===== config.mk =====
export PLATFORM = sky130hd
export DESIGN_NAME = audio_xport_tx
export DESIGN_NICKNAME = d
export VERILOG_FILES = /design/src/audio_xport_pkg.sv /design/src/audio_xport_tx.sv
export SDC_FILE = /design/constraint.sdc
export NUM_CORES = 1
export LEC_CHECK = 0
export BUFFER_PORTS_ARGS = -buffer_cell sky130_fd_sc_hd__buf_2
export CORE_ASPECT_RATIO = 0.9
export CORE_MARGIN = 3
export CORE_UTILIZATION = 45
export CTS_BUF_LIST = sky130_fd_sc_hd__clkbuf_4 sky130_fd_sc_hd__clkbuf_8
export DETAILED_ROUTE_END_ITERATION = 10
export SLEW_MARGIN = 30
export SYNTH_ARGS = -nofsm -noshare
export SYNTH_HDL_FRONTEND = slang
export SYNTH_HIERARCHICAL = 1
export SYNTH_SLANG_ARGS = --single-unit

===== constraint.sdc =====
create_clock -name clk_sys_i -period 5.2 [get_ports clk_sys_i]
set_input_delay 0.26 -clock clk_sys_i [delete_from_list [all_inputs] [get_ports clk_sys_i]]
set_output_delay 0.26 -clock clk_sys_i [all_outputs]
set_load 0.1 [all_outputs]

===== src/audio_xport_pkg.sv =====
// ============================================================
// shared constants for the audio input transport
package audio_xport_pkg;

  // sample path geometry
  localparam int SAMPLE_W       = 32;   // widest sample kept per slot
  localparam int LANE_CNT       = 4;    // serial audio data inputs
  localparam int LANE_W         = 2;
  localparam int CHAN_W         = 3;    // up to eight multiplexed channels
  localparam int ITEM_W         = SAMPLE_W + LANE_W + CHAN_W;
  localparam int FIFO_DEPTH     = 16;

  // multiplexed frame layout
  localparam int TDM_FRAME_BITS = 256;  // bit clocks per word-select period
  localparam int TDM_POS_W      = 8;
  localparam int TDM_SH_EIGHT   = 5;    // 32-bit slots, eight channels
  localparam int TDM_SH_FOUR    = 6;    // 64-bit slots, four channels

  // timing
  localparam int CLK_SYS_HZ     = 125_000_000;
  localparam int BCLK_MIN_HZ    = 1_000_000;
  localparam int BCLK_GAP_CYC   = (CLK_SYS_HZ + BCLK_MIN_HZ - 1) / BCLK_MIN_HZ;
  localparam int GAP_W          = 8;

  // lane masks
  localparam logic [3:0] LANES_A    = 4'h1;
  localparam logic [3:0] LANES_AB   = 4'h3;
  localparam logic [3:0] LANES_ALL  = 4'hF;

  // transport selection
  typedef enum logic {XPORT_ISLAND, XPORT_FRAME} xport_mode_t;

  // reset values
  localparam xport_mode_t MODE_RST  = XPORT_ISLAND;
  localparam logic [3:0]  LANES_RST = 4'h1;

endpackage : audio_xport_pkg


===== src/audio_xport_tx.sv =====
`timescale 1ns/1ps

// ============================================================
// one serial data lane: shift register closed at word boundaries
module audio_lane #(
  parameter int SAMPLE_W = 32
) (
  input  wire logic                clk_sys_i,
  input  wire logic                rst_n_i,
  input  wire logic                step_i,
  input  wire logic                data_i,
  input  wire logic                close_i,
  output logic [SAMPLE_W-1:0]      word_o,
  output logic                     done_o
);
  localparam int CW = $clog2(SAMPLE_W) + 1;
  localparam logic [CW-1:0] FULL = CW'(SAMPLE_W);

  logic [SAMPLE_W-1:0] shift_r, shift_nxt, word_r, word_nxt, grown;
  logic [CW-1:0]       cnt_r, cnt_nxt;
  logic                done_r, done_nxt;

  // msb first; bits past the sample width are dropped
  always_comb begin
    grown     = (cnt_r < FULL) ? {shift_r[SAMPLE_W-2:0], data_i} : shift_r;
    shift_nxt = shift_r;
    cnt_nxt   = cnt_r;
    word_nxt  = word_r;
    done_nxt  = 1'b0;
    if (step_i) begin
      if (close_i) begin
        word_nxt  = grown;
        done_nxt  = 1'b1;
        shift_nxt = '0;
        cnt_nxt   = '0;
      end else begin
        shift_nxt = grown;
        cnt_nxt   = (cnt_r < FULL) ? cnt_r + 1'b1 : cnt_r;
      end
    end
  end

  always_ff @(posedge clk_sys_i) begin
    if (!rst_n_i) begin
      shift_r <= '0;
      cnt_r   <= '0;
      word_r  <= '0;
      done_r  <= 1'b0;
    end else begin
      shift_r <= shift_nxt;
      cnt_r   <= cnt_nxt;
      word_r  <= word_nxt;
      done_r  <= done_nxt;
    end
  end

  assign word_o = word_r;
  assign done_o = done_r;
endmodule : audio_lane

// ============================================================
// synchronous fifo with valid/ready on both sides
module audio_fifo #(
  parameter int WIDTH = 37,
  parameter int DEPTH = 16
) (
  input  wire logic             clk_sys_i,
  input  wire logic             rst_n_i,
  input  wire logic             in_valid_i,
  output logic                  in_ready_o,
  input  wire logic [WIDTH-1:0] in_data_i,
  output logic                  out_valid_o,
  input  wire logic             out_ready_i,
  output logic [WIDTH-1:0]      out_data_o
);
  localparam int AW = $clog2(DEPTH);
  localparam logic [AW:0] FULLC = (AW+1)'(DEPTH);

  logic [WIDTH-1:0] mem_r [DEPTH];
  logic [AW-1:0]    wp_r, wp_nxt, rp_r, rp_nxt;
  logic [AW:0]      cnt_r, cnt_nxt;
  logic             push, pop;

  // pointer and fill bookkeeping
  always_comb begin
    push    = in_valid_i && (cnt_r != FULLC);
    pop     = out_ready_i && (cnt_r != '0);
    wp_nxt  = push ? ((wp_r == AW'(DEPTH-1)) ? '0 : wp_r + 1'b1) : wp_r;
    rp_nxt  = pop  ? ((rp_r == AW'(DEPTH-1)) ? '0 : rp_r + 1'b1) : rp_r;
    cnt_nxt = cnt_r + (AW+1)'(push) - (AW+1)'(pop);
  end

  always_ff @(posedge clk_sys_i) begin
    if (!rst_n_i) begin
      wp_r  <= '0;
      rp_r  <= '0;
      cnt_r <= '0;
    end else begin
      wp_r  <= wp_nxt;
      rp_r  <= rp_nxt;
      cnt_r <= cnt_nxt;
    end
  end

  // storage, written only on an accepted push
  always_ff @(posedge clk_sys_i) begin
    if (push) begin
      mem_r[wp_r] <= in_data_i;
    end
  end

  assign in_ready_o  = (cnt_r != FULLC);
  assign out_valid_o = (cnt_r != '0);
  assign out_data_o  = mem_r[rp_r];
endmodule : audio_fifo

// ============================================================
// audio input transport toward the serial link
module audio_xport_tx (
  input  wire logic                                clk_sys_i,
  input  wire logic                                rst_n_i,
  input  wire logic                                audio_bit_clk_i,
  input  wire logic                                audio_word_select_i,
  input  wire logic                                audio_data_in_a_i,
  input  wire logic                                audio_data_in_b_i,
  input  wire logic                                audio_data_in_c_i,
  input  wire logic                                audio_data_in_d_i,
  input  wire logic                                island_off_i,
  input  wire logic                                surround_en_i,
  input  wire logic                                legacy_partner_i,
  input  wire logic                                repeater_en_i,
  input  wire logic                                tree_surround_i,
  input  wire logic                                dual_ab_en_i,
  input  wire logic                                tdm_en_i,
  input  wire logic                                tdm_eight_ch_i,
  input  wire logic                                video_blank_i,
  input  wire logic                                link_ready_i,
  output logic                                     link_valid_o,
  output logic [audio_xport_pkg::SAMPLE_W-1:0]     link_sample_o,
  output logic [audio_xport_pkg::LANE_W-1:0]       link_lane_o,
  output logic [audio_xport_pkg::CHAN_W-1:0]       link_chan_o,
  output logic                                     link_island_o,
  output logic                                     surround_active_o,
  output logic                                     audio_active_o,
  output logic                                     overrun_o
);
  import audio_xport_pkg::*;

  // ============================================================
  // input capture and bit clock edge
  logic                 bclk_q_r, bclk_d_r, ws_q_r, ws_d_r;
  logic [3:0]           dat_q_r;
  logic [TDM_POS_W-1:0] pos_r, pos_nxt;
  logic [GAP_W-1:0]     gap_r, gap_nxt;
  logic                 ws_d_nxt, step, close, active_r, active_nxt;
  logic [CHAN_W-1:0]    chan;

  assign step = bclk_q_r && !bclk_d_r;

  // word boundary, bit position in the multiplexed frame, clock watchdog
  always_comb begin
    ws_d_nxt   = step ? ws_q_r : ws_d_r;
    pos_nxt    = pos_r;
    if (step) begin
      pos_nxt = (ws_q_r && !ws_d_r) ? '0 : pos_r + 1'b1;
    end
    if (tdm_en_i) begin
      close = tdm_eight_ch_i ? (pos_nxt[TDM_SH_EIGHT-1:0] == '0)
                             : (pos_nxt[TDM_SH_FOUR-1:0] == '0);
      chan  = tdm_eight_ch_i ? CHAN_W'((pos_nxt - 1'b1) >> TDM_SH_EIGHT)
                             : CHAN_W'((pos_nxt - 1'b1) >> TDM_SH_FOUR);
    end else begin
      close = (ws_q_r != ws_d_r);
      chan  = {{(CHAN_W-1){1'b0}}, ws_d_r}; // select low is the first channel
    end
    gap_nxt    = step ? '0 : ((gap_r == GAP_W'(BCLK_GAP_CYC)) ? gap_r : gap_r + 1'b1);
    active_nxt = (gap_nxt != GAP_W'(BCLK_GAP_CYC));
  end

  always_ff @(posedge clk_sys_i) begin
    if (!rst_n_i) begin
      bclk_q_r <= 1'b0;
      bclk_d_r <= 1'b0;
      ws_q_r   <= 1'b0;
      ws_d_r   <= 1'b0;
      dat_q_r  <= '0;
      pos_r    <= '0;
      gap_r    <= GAP_W'(BCLK_GAP_CYC); // start idle: no false activity after reset
      active_r <= 1'b0;
    end else begin
      bclk_q_r <= audio_bit_clk_i;
      bclk_d_r <= bclk_q_r;
      ws_q_r   <= audio_word_select_i;
      ws_d_r   <= ws_d_nxt;
      dat_q_r  <= {audio_data_in_d_i, audio_data_in_c_i, audio_data_in_b_i, audio_data_in_a_i};
      pos_r    <= pos_nxt;
      gap_r    <= gap_nxt;
      active_r <= active_nxt;
    end
  end

  // ============================================================
  // transport mode and lane selection
  xport_mode_t mode_r, mode_nxt;
  logic [3:0]  lanes_r, lanes_nxt;
  logic        surr_r, surr_nxt, tree_surr;

  always_comb begin
    tree_surr = repeater_en_i && tree_surround_i;
    surr_nxt  = !legacy_partner_i && (surround_en_i || tree_surr) &&
                (!island_off_i || tree_surr);
    mode_nxt  = (island_off_i && !surr_nxt) ? XPORT_FRAME : XPORT_ISLAND;
    if (tdm_en_i) begin
      lanes_nxt = LANES_A;
    end else if (mode_nxt == XPORT_FRAME) begin
      lanes_nxt = legacy_partner_i ? LANES_AB : LANES_A;
    end else if (surr_nxt) begin
      lanes_nxt = LANES_ALL;
    end else begin
      lanes_nxt = dual_ab_en_i ? LANES_AB : LANES_A;
    end
  end

  always_ff @(posedge clk_sys_i) begin
    if (!rst_n_i) begin
      mode_r  <= MODE_RST;
      lanes_r <= LANES_RST;
      surr_r  <= 1'b0;
    end else begin
      mode_r  <= mode_nxt;
      lanes_r <= lanes_nxt;
      surr_r  <= surr_nxt;
    end
  end

  // ============================================================
  // lanes and per-lane holding slots
  logic [SAMPLE_W-1:0] word   [LANE_CNT];
  logic [LANE_CNT-1:0] done;
  logic [SAMPLE_W-1:0] hold_r [LANE_CNT];
  logic [CHAN_W-1:0]   hch_r  [LANE_CNT];
  logic [CHAN_W-1:0]   chan_r;
  logic [LANE_CNT-1:0] pend_r, pend_nxt, take;
  logic [LANE_W-1:0]   sel;
  logic                fifo_ready, ovr_r, ovr_nxt;

  for (genvar g = 0; g < LANE_CNT; g++) begin : g_lane
    audio_lane #(.SAMPLE_W(SAMPLE_W)) u_lane (
      .clk_sys_i (clk_sys_i),
      .rst_n_i   (rst_n_i),
      .step_i    (step),
      .data_i    (dat_q_r[g]),
      .close_i   (close),
      .word_o    (word[g]),
      .done_o    (done[g])
    );
  end

  // lowest pending lane is pushed first; a new word beats the clear
  always_comb begin
    sel = '0;
    for (int i = LANE_CNT - 1; i >= 0; i--) begin
      if (pend_r[i]) begin
        sel = LANE_W'(i);
      end
    end
    take     = (|pend_r && fifo_ready) ? (LANE_CNT'(1) << sel) : '0;
    pend_nxt = (pend_r & ~take) | (done & lanes_r);
    ovr_nxt  = ovr_r || |(done & lanes_r & pend_r & ~take);
  end

  always_ff @(posedge clk_sys_i) begin
    if (!rst_n_i) begin
      pend_r <= '0;
      ovr_r  <= 1'b0;
      chan_r <= '0;
    end else begin
      pend_r <= pend_nxt;
      ovr_r  <= ovr_nxt;
      chan_r <= (step && close) ? chan : chan_r;
    end
  end

  // holding slots load when a lane closes a word
  always_ff @(posedge clk_sys_i) begin
    for (int i = 0; i < LANE_CNT; i++) begin
      if (done[i]) begin
        hold_r[i] <= word[i];
        hch_r[i]  <= chan_r;
      end
    end
  end

  // ============================================================
  // fifo and link output stage
  logic              f_valid, f_ready;
  logic [ITEM_W-1:0] f_data;
  logic              lv_r, lv_nxt, li_r, li_nxt;
  logic [ITEM_W-1:0] ld_r, ld_nxt;

  audio_fifo #(.WIDTH(ITEM_W), .DEPTH(FIFO_DEPTH)) u_fifo (
    .clk_sys_i   (clk_sys_i),
    .rst_n_i     (rst_n_i),
    .in_valid_i  (|pend_r),
    .in_ready_o  (fifo_ready),
    .in_data_i   ({hold_r[sel], sel, hch_r[sel]}),
    .out_valid_o (f_valid),
    .out_ready_i (f_ready),
    .out_data_o  (f_data)
  );

  // island words only leave during blanking; the link stalls the fifo
  always_comb begin
    f_ready = (!lv_r || link_ready_i) && (mode_r == XPORT_FRAME || video_blank_i);
    lv_nxt  = lv_r && !link_ready_i;
    ld_nxt  = ld_r;
    li_nxt  = li_r;
    if (f_ready && f_valid) begin
      lv_nxt = 1'b1;
      ld_nxt = f_data;
      li_nxt = (mode_r == XPORT_ISLAND);
    end
  end

  always_ff @(posedge clk_sys_i) begin
    if (!rst_n_i) begin
      lv_r <= 1'b0;
      ld_r <= '0;
      li_r <= 1'b0;
    end else begin
      lv_r <= lv_nxt;
      ld_r <= ld_nxt;
      li_r <= li_nxt;
    end
  end

  assign link_valid_o      = lv_r;
  assign link_sample_o     = ld_r[ITEM_W-1 -: SAMPLE_W];
  assign link_lane_o       = ld_r[CHAN_W +: LANE_W];
  assign link_chan_o       = ld_r[CHAN_W-1:0];
  assign link_island_o     = li_r;
  assign surround_active_o = surr_r;
  assign audio_active_o    = active_r;
  assign overrun_o         = ovr_r;
endmodule : audio_xport_tx


### Word level (Yosys, flattened, before mapping)

Memory sizes are Yosys's and may differ from the RTL's. A register that Yosys moved wholly into a read port is not among the register bits.
Index checks and enable logic that the tools add are counted.

* register bits: 335
* RAM bits: 732
* input bits: 18
* output and inout bits: 42
* logic and storage cells: 147
* memories: 3

* add/sub/neg operators: 11
* order comparisons: 4
* equality and inequality tests: 6
* shift-type cells: 1
* mux-type cells: 42
* bitwise operators: 8
* reduce and logical (&&, ||, !) cells: 40

Memory list
* u_fifo.mem_r: words 16, width 37, rd ports 1, clocked after Yosys merged registers in 1, wr ports 1, line audio_xport_tx.sv:79 `logic [WIDTH-1:0] mem_r [DEPTH];`
* hold_r: words 4, width 32, rd ports 1, clocked after Yosys merged registers in 0, wr ports 4, line audio_xport_tx.sv:240 `logic [SAMPLE_W-1:0] hold_r [LANE_CNT];`
* hch_r: words 4, width 3, rd ports 1, clocked after Yosys merged registers in 0, wr ports 4, line audio_xport_tx.sv:241 `logic [CHAN_W-1:0] hch_r [LANE_CNT];`

Operator list (number)
* two-way mux 32 bit: 8
* two-way mux 6 bit: 8
* two-way mux 8 bit: 4
* adder 6 x 1 -> 6 bit (second input constant): 4
* < comparator 6 bit (second input constant): 4
* two-way mux 4 bit: 5
* adder 8 x 1 -> 8 bit (second input constant): 2
* bitwise AND 4 bit: 4
* two-way mux 2 bit: 6
* AND reduction 2 bit: 6
* logical AND 1 bit: 11
* two-way mux 1 bit: 9
* adder 4 x 1 -> 4 bit (second input constant): 2
* equality test 4 bit (second input constant): 2
* equality test 8 x 7 -> 1 bit (second input constant): 1
* logical NOT 1 bit: 8
* inequality test 8 x 7 -> 1 bit (second input constant): 1
* nonzero test 2 bit: 4
* OR reduction 4 bit: 2
* subtractor 8 x 1 -> 8 bit (second input constant): 1
* logical NOT 6 bit: 1
* two-way mux 3 bit: 2
* adder 5 x 1 -> 5 bit: 1
* logical NOT 5 bit: 1
* other kinds (10): 15

### Depth between registers and ports, before layout

Gate-level depths: netlist (run 1).

* depth in word-level cells: 10
* mapped depth: 14
* depth with buffers taken out: 14

### Cells and area by module

Netlist (run 1), hierarchy kept.

By module, submodules not included
* audio_fifo: instances 1, cells an instance 1012, area an instance 23053.4 um^2, seq. area each 18117.4 um^2
* audio_lane: instances 4, cells an instance 320, area an instance 2820.2 um^2, seq. area each 1421.4 um^2
* audio_xport_tx: instances 1, cells an instance 667, area an instance 8067.7 um^2, seq. area each 5725.5 um^2

### Worst setup path after synthesis (run 1)

OpenSTA, ideal clock, no wires.

* path type: register to register
* start point: reg lv_r, in the netlist link_valid_o
* end point: reg u_fifo.cnt_r[4]
* setup time: 0.116 ns
* arrival: 2.919 ns
* required time: 5.084 ns
* setup slack: 2.165 ns
* cell stages (with the launch flop): 14
* path buffers: 0
* path through: dfxtp_1 > nand2b_1 > o21a_1 > nand2_1 > inv_1 > ha_1 > inv_1 > ha_1 > inv_1 > fa_1 > nand2b_1 > a21oi_1 > o21ai_0 > and3b_1

* cells in the longest elaborated chain, start to end: 5

RTL lines
* start: declaration: line audio_xport_tx.sv:298 `logic lv_r, lv_nxt, li_r, li_nxt;`
* start signal: assignment: line audio_xport_tx.sv:331 `lv_r <= lv_nxt;`
* logical NOT 1 bit: line audio_xport_tx.sv:314 `f_ready = (!lv_r || link_ready_i) && (mode_r == XPORT_FRAME || video_blank_i);`
* logical OR 1 bit: line audio_xport_tx.sv:314
* logical AND 1 bit: line audio_xport_tx.sv:314
* named net f_ready: line audio_xport_tx.sv:296 `logic f_valid, f_ready;`
* logical AND 1 bit: line audio_xport_tx.sv:87 `pop = out_ready_i && (cnt_r != '0);`
* subtractor 5 x 1 -> 5 bit: line audio_xport_tx.sv:90 `cnt_nxt = cnt_r + (AW+1)'(push) - (AW+1)'(pop);`
* end signal: assignment: line audio_xport_tx.sv:101 `cnt_r <= cnt_nxt;`
* end: declaration: line audio_xport_tx.sv:81 `logic [AW:0] cnt_r, cnt_nxt;`

The timed path passes the listed nets, and every way through them passes these cells.
A chain may end at the register's enable or synchronous reset.

### Final worst setup path (run 1)

* start point: reg bclk_d_r
* end point: reg g_lane[2].u_lane.cnt_r[3]

* cells in the longest elaborated chain, start to end: 8

RTL lines
* start: declaration: line audio_xport_tx.sv:151 `logic bclk_q_r, bclk_d_r, ws_q_r, ws_d_r;`
* start signal: assignment: line audio_xport_tx.sv:192 `bclk_d_r <= bclk_q_r;`
* logical NOT 1 bit *: line audio_xport_tx.sv:158 `assign step = bclk_q_r && !bclk_d_r;`
* logical AND 1 bit *: line audio_xport_tx.sv:158
* two-way mux 8 bit *: line audio_xport_tx.sv:164 `if (step) begin`
* logical NOT 6 bit or logical NOT 5 bit (tied branches): line audio_xport_tx.sv:169, audio_xport_tx.sv:168
* two-way mux 1 bit *: line audio_xport_tx.sv:168 `close = tdm_eight_ch_i ? (pos_nxt[TDM_SH_EIGHT-1:0] == '0)`
* two-way mux 1 bit *: line audio_xport_tx.sv:167 `if (tdm_en_i) begin`
* named net close: line audio_xport_tx.sv:155 `logic ws_d_nxt, step, close, active_r, active_nxt;`
* nonzero test 2 bit (no line)
* AND reduction 2 bit (no line)
* end signal: assignment: line audio_xport_tx.sv:51 `cnt_r <= cnt_nxt;`
* end: declaration: line audio_xport_tx.sv:20 `logic [CW-1:0] cnt_r, cnt_nxt;`

Mark *: on every way through the listed nets, which the timed path passes. The rest lies on a longest branch.

==> results of run 1 <==
==> final timing paths <==
check,start,to,slack (ns),depth (start not counted)
worst min register to register,g_lane[3].u_lane/word_o[4],hold_r[3][4],0.43,0
worst min-delay path,audio_bit_clk_i,bclk_q_r,0.18,3
worst max register to register,bclk_d_r,g_lane[2].u_lane/cnt_r[3],1.62,9
worst max-delay path,bclk_d_r,g_lane[2].u_lane/cnt_r[3],1.62,9
==> worst register-to-register path: cells and delay by family (launching register included) <==
kind,cells,cell delay (ns)
buffers and inverters,1,0.31
flip-flops,1,0.29
AO/OA/AOI/OAI,2,0.45
multiplexers,1,0.21
AND/OR/NAND/NOR,5,2.24
==> area by class of cell <==
cell class / count / area, sq um / area share, %
diodes: 4 / 10.01 / 0.02102
clock buffers: 270 / 3191 / 6.700
clock inverters: 52 / 407.9 / 0.8565
inverters: 35 / 131.4 / 0.2759
multi-input cells: 1629 / 11830 / 24.83
flip-flops and latches: 1109 / 29550 / 62.04
well taps: 1242 / 1554 / 3.263
repair buffers: 134 / 957.2 / 2.010
==> state kept, by name, summed over array words and instances (netlist names), 2 cells and up, named ones only <==
name / flops
chan_r: 3
hch_r: 12
g_lane.u_lane/done_o: 4
g_lane.u_lane/shift_r: 128
gap_r: 8
pend_r: 4
pos_r: 8
g_lane.u_lane/cnt_r: 24
ld_r: 37
u_fifo/rp_r: 4
hold_r: 128
u_fifo/wp_r: 4
lanes_r: 2
u_fifo/cnt_r: 5
u_fifo/mem_r: 592
g_lane.u_lane/word_o: 128
dat_q_r: 4
==> layout by cell type (no fill, tap or decap), types with 8 or more instances in the layout <==
cell / Yosys / final
buf_2: 30 / 59
nand2b_1: 20 / 20
edfxtp_1: 732 / 732
xnor2_1: 10 / 10
dfxtp_1: 377 / 371
ha_1: 19 / 19
inv_2: 4 / 8
nor3_1: 18 / 17
clkbuf_4: 0 / 84
o21ai_0: 258 / 258
nand3_1: 24 / 24
clkinv_1: 4 / 25
dlygate4sd3_1: 0 / 20
nand2_1: 496 / 496
o21ai_1: 20 / 20
inv_1: 27 / 26
and3_1: 13 / 8
nand3b_1: 9 / 9
clkbuf_8: 0 / 186
and2_2: 0 / 13
a21oi_1: 197 / 197
mux4_2: 148 / 148
buf_4: 11 / 49
and2_1: 27 / 13
nor2_1: 33 / 31
clkinv_2: 0 / 10
a22oi_1: 82 / 82
a222oi_1: 35 / 35
mux2i_1: 138 / 138
==> report_power, final <==
part | internal [W] | switching [W] | total [W]
registers | 0.00952 | 0.000218 | 0.00974
logic | 0.00101 | 0.00171 | 0.00271
clock network | 0.00406 | 0.00339 | 0.00745
==> through the flow <==
step	instances	util, %
2_1_floorplan	2959	-
3_3_place_gp	4126	47.01
3_5_place_dp	4129	47.05
4_1_cts	4471	51.13
5_1_grt	4474	51.15
6_report	4475	51.15
==> kinds of logic after synthesis <==
| kind of cell | after synthesis | share of synthesized area [%] |
|---|---|---|
| AOI/OAI and AO/OA | 627 | 8.578 |
| xor gates and xnor gates | 14 | 0.2892 |
| adders and majority gates | 20 | 0.6079 |
| buffers and inverters | 221 | 2.638 |
| DFF | 1109 | 69.64 |
| muxes | 286 | 11.12 |
| and+or+nand+nor | 682 | 7.129 |
==> routing by layer <==
metal | track usage, % | share of wire, % | vias up
li1 | - | - | 11430
met1 | 26.98 | 43 | 12690
met2 | 32.99 | 49 | 762
met3 | 3.712 | 5.8 | 161
met4 | 6.355 | 2.3 | 4
met5 | 0 | 0.035 | -
==> what timing repair did <==
action / 4_1_cts / 5_1_grt
gates resized for setup: 0 / 0
hold buffers: 20 / 0
endpoints found under the hold margin: 22 / 0
==> key figures, run 1 <==
Finish
  – Relative area change from synthesis to final layout: 12.31%
  – Fill cell count: 7,843
  – Share of layout cells above drive strength 1: 19.14%
  – Final Cell Area: 0.04762 sq mm
  – Nets@finish: 3,119

Detailed routing
  – DRC violations left: 0
  – Drt via density: 5.597
  – Post-detailed-routing wire length: 97.66 mm
  – First-iteration detailed-routing DRC count: 2,299
  – Post-detailed-route count of antenna-violating nets: 0
  – Total via count in the routed design: 25,050
  – Average detailed-routed wire length per instance: 21.82 um
  – Pre-antenna DRT Iters: 7

Global routing
  – Via count of the first global-routing pass: 25,140
  – Total routing resource utilization after global routing: 20.02%
  – Total congestion overflow after global routing: 0
  – Antenna violations before repair: 7
  – Global-route wire length before repair: 149.4 mm
  – Pin count of the biggest net entering global routing: 58

Die
  – Area of the die: 0.09795 sq mm
  – Initial core utilization: 45.54%
  – Y dimension of the die: 297.2 um
  – Width of the chip: 329.6 um
  – Core footprint: 0.09310 sq mm
  – Count of pins on the block boundary: 60
  – Placement row count: 106

Flow run
  – Reported max-cap violation count: 0

Worst setup path
  – Slowest stage cell, crit path: or4b_1
  – Highest net fanout along the worst path: 35
  – Required time at the endpoint of the critical path: 5.94 ns
  – Critical Path Sink Type: flop
  – Delay of the slowest critical-path stage: 0.70 ns
  – Type of the worst setup path: reg -> reg
  – Crit path cell chain: nand2b_1, or4b_1, o311a_2, nor2_1, o22ai_4, buf_4, nor2b_4, nand3b_1, mux2i_1
  – Arr. time, crit path: 4.31 ns
  – Crit path buffers/inverters: 1
  – Category of cells accounting for the largest share of critical-path delay: simple AND/OR/NAND/NOR gates
  – Kind of launch point of the worst setup path: flop

Synth
  – Net Count, Synth: 2,997
  – Most common cell in the synthesized netlist: edfxtp_1
  – Number of synthesized register bits: 1,109
  – Combined area of all synthesized cells: 0.04240 sq mm
  – Leading cell types by total area after synthesis: edfxtp_1 (52%), dfxtp_1 (18%), mux4_2 (7.9%)
  – Most used standard cells in the synthesized netlist: edfxtp_1 (732), nand2_1 (496), dfxtp_1 (377)
  – Dominant cell type by area after synthesis: edfxtp_1
  – Count of mapped cells out of synthesis: 2,959
  – Fraction of synthesis flops using an asynchronous set or reset pin: 0%
  – Primary flip-flop cell chosen by synthesis mapping: edfxtp_1
  – Library cells used by synthesis: 61
  – Syn_area_per_cell: 14.33 sq um
  – Synthesis warning total: 6
  – Sequential fraction of the synthesis area: 69.64%
  – Synth top area share: 51.84%
  – Post-synth EDFFs: 732

STA
  – Worst hold slack after final layout: 0.1822 ns
  – Worst Setup Slack, final: 1.624 ns
  – Number of setup violations in the final report: 0
  – Setup tns final: 0 ns
  – Final cycle utilization of the critical path: 68.76%
  – Slew @ Worst Pin: 1.038 ns
  – Number of hold violations in the final report: 0
  – Max_slew headroom: 30.81%
  – Peak clock frequency supported by timing: 0.2797 GHz
  – Clock tree skew after final layout: 0.03563 ns
  – Post-layout minimum cycle time: 3.576 ns
  – Unrepaired setup endpoints after global routing: no
  – Final number of max-transition violations: 0

Clocking
  – Buffers from clock root to sink, at most: 3
  – Count of buffers added by post-CTS timing repair for setup: 0
  – Clock latency on the worst-skew pair: 0.84 ns
  – Number of clock sinks: 1,109
  – Clock tree from TritonCTS: done
  – Cell at the root of the clock tree: clkbuf_8
  – Clock buffer count from CTS: 172
  – Maximum level of the CTS H-tree: 4
  – Reg clk slew, reported paths: 0.06 ns

Place
  – Global placement routability congestion: 0.7867
  – Placed wire-length estimate: 56.64 mm
  – Pre-CTS setup slack: 1.616 ns
  – Number of buffers added on ports: 59
  – Cell Area, Placed: 0.04381 sq mm

Run status
  – Status: completed

Min path
  – Worst hold path type: in -> reg

Power
  – Power Density: 417.9 mW/mm^2
  – Worst-case vdd ir drop: 297.5 uV
  – Pwr Total: 0.01990 W
  – Leakage Power: 15.22 nW
Power figures use the tool's default switching activity.
==> run 2, diff against run 1 <==
==> constraint.sdc (replaced) <==
create_clock -name clk_sys_i -period 3.45 [get_ports clk_sys_i]
set_input_delay 0.1725 -clock clk_sys_i [delete_from_list [all_inputs] [get_ports clk_sys_i]]
set_output_delay 0.1725 -clock clk_sys_i [all_outputs]
set_load 0.1 [all_outputs]
==> run 2 against run 1 <==
Worst setup slack got worse by 1.4 ns; clock-buffer cell count fell by 5; via count fell by 0.94%; final area rose by 0.99%; die area did not move; sequential power rose by 50%; final cell count rose by 0.42%.
==> key figures, run 2 (synthesized netlist as in run 1, its figures left out) <==
Detailed routing
  – Post-detailed-routing wire length: 97.01 mm
  – First-iteration detailed-routing DRC count: 2,296
  – DRC violations left: 0
  – Total via count in the routed design: 24,810
  – Post-detailed-route count of antenna-violating nets: 0
  – Average detailed-routed wire length per instance: 21.59 um
  – Pre-antenna DRT Iters: 6
  – Drt via density: 5.521

Clocking
  – Maximum level of the CTS H-tree: 4
  – Clock buffer count from CTS: 176
  – CTS-repair resized insts: 0
  – Cell at the root of the clock tree: clkbuf_8
  – Clock tree from TritonCTS: done
  – Buffers from clock root to sink, at most: 3
  – Clock latency on the worst-skew pair: 0.84 ns
  – Number of clock sinks: 1,109
  – Reg clk slew, reported paths: 0.06 ns

STA
  – Max_slew headroom: 38.32%
  – Number of setup violations in the final report: 0
  – Number of hold violations in the final report: 0
  – Slew @ Worst Pin: 0.9239 ns
  – Setup tns final: 0 ns
  – Clock tree skew after final layout: 0.05389 ns
  – Peak clock frequency supported by timing: 0.3115 GHz
  – Final number of max-transition violations: 0
  – Unrepaired setup endpoints after global routing: no
  – Post-layout minimum cycle time: 3.210 ns
  – Final cycle utilization of the critical path: 93.05%

Min path
  – Worst hold path type: in -> reg
  – Hold_sp: audio_bit_clk_i

Worst setup path
  – Reg-to-reg endpoint: g_lane[2].u_lane/cnt_r[4]
  – Critical Path Sink Type: flop
  – Startpoint of the worst setup timing path: ws_d_r
  – Slowest stage cell, crit path: nor2b_2
  – Category of cells accounting for the largest share of critical-path delay: simple AND/OR/NAND/NOR gates
  – Type of the worst setup path: reg -> reg
  – Crit path buffers/inverters: 2
  – Kind of launch point of the worst setup path: flop
  – Required time at the endpoint of the critical path: 4.12 ns
  – Logic depth of the worst path, buffers included: 11
  – Critical path capture point: g_lane[2].u_lane/cnt_r[4]
  – Crit path cell chain: inv_1, ha_1, nor2_1, or4b_1, o311a_2, nor2_1, o22ai_4, buf_12, nor2b_2, nor3_1, mux2i_1
  – Setup slack of the worst register-to-register path: 0.24 ns
  – Most common cell type on the critical path: nor2_1
  – Highest net fanout along the worst path: 19
  – Delay of the slowest critical-path stage: 0.63 ns
  – Depth of the worst register-to-register path: 11
  – Arr. time, crit path: 3.88 ns
  – Worst reg2reg path startpoint: ws_d_r

Finish
  – Most flop-heavy register: u_fifo/mem_r
  – Top library cells by usage in the layout, fill and taps aside: edfxtp_1 (732), nand2_1 (496), dfxtp_1 (370), o21ai_0 (258), a21oi_1 (197)
  – Relative area change from synthesis to final layout: 13.42%
  – Share of layout cells above drive strength 1: 19.48%
  – Max reg flops: 592
  – Nets@finish: 3,135
  – Finished Layout Cells: 4,494
  – Most common cell after layout, fill and taps aside: edfxtp_1

Power
  – Worst-case vdd ir drop: 370.6 uV
  – Cell-internal power: 0.02223 W
  – Pwr Total: 0.03024 W
  – Sequential fraction of design power: 48.4%
  – Proportion of power drawn by combinational gates: 14.0%
  – Leakage Power: 15.38 nW
  – Switch Pwr: 0.008005 W
  – Clock share of power: 37.6%
  – Power Density: 628.7 mW/mm^2
  – Switching part of the total power: 26.48%

Global routing
  – Via count of the first global-routing pass: 25,100
  – Total congestion overflow after global routing: 0
  – Total routing resource utilization after global routing: 19.85%
  – Global-route wire length before repair: 149.3 mm
  – Pin count of the biggest net entering global routing: 51
  – Antenna violations before repair: 1

Run status
  – Status: completed

Place
  – Number of buffers added on ports: 59
  – Cell count after placement: 4,140
  – Placed wire-length estimate: 56.45 mm
  – Global placement routability congestion: 0.7775

Flow run
  – Reported max-cap violation count: 0

Die
  – Count of pins on the block boundary: 60
  – Placement row count: 106
  – Y dimension of the die: 297.2 um
  – Area of the die: 0.09795 sq mm
  – Initial core utilization: 45.54%
  – Core footprint: 0.09310 sq mm
  – Width of the chip: 329.6 um
run 2: how the worst min path moves through the flow:
stage / to / slack, ns / depth (start not counted)
2_1_floorplan: bclk_q_r / 0.30 / 1
3_3_place_gp: bclk_q_r / 0.38 / 2
3_5_place_dp: bclk_q_r / 0.38 / 2
4_1_cts: bclk_q_r / 0.03 / 3
5_1_grt: ws_q_r / 0.08 / 3
6_report: bclk_q_r / 0.12 / 3
run 2: layout make-up:
type	instances	area, sq um
Inverter	35	131.4
Multi-Input combinational cell	1630	11830
Antenna cell	2	5.005
Timing Repair Buffer	145	1354
Sequential cell	1109	29540
Fill cell	7863	45010
Clock inverter	66	475.5
Tap cell	1242	1554
Clock buffer	265	3197
run 2: tightest hold or removal path, stage by stage:
cell and delay, ns:
dlygate4sd3_1 0.52, buf_2 0.09, and2_1 0.11
run 2: stage by stage:
step	setup WS [ns]	instance area, sq um	hold slack [ns]	utilization, %
CTS	0.2040	48070	0.02588	51.64
global route	0.02289	48090	0.07551	51.65
finish	0.2397	48090	0.1188	51.65
floorplan	0.4153	42400	0.2998	-
detailed placement	0.2376	44200	0.3831	47.48
global placement	0.3334	44200	0.3775	47.47
run 2: routing by layer:
layer | GRT usage [%] | up-vias | wire length [um]
met1 | 27.08 | 12460 | 41660
met2 | 32.46 | 746 | 47630
met3 | 3.532 | 141 | 5777
li1 | - | 11460 | -
met5 | 0 | - | 0
met4 | 6.270 | 0 | 1936
run 2: repair_timing:
action	CTS	global route
hold buffers	20	0
endpoints found under the hold margin	30	0
setup buffers	0	0
endpoints found under the setup margin	0	1
run 2: power by group through the flow:
stage          combinational [W]  clock (W)  sequential [W]
2_1_floorplan            0.00255          0          0.0157
3_3_place_gp             0.00422          0          0.0149
3_5_place_dp             0.00429          0          0.0149
4_1_cts                  0.00431     0.0117          0.0146
5_1_grt                  0.00457     0.0123          0.0147
6_report                 0.00424     0.0114          0.0146
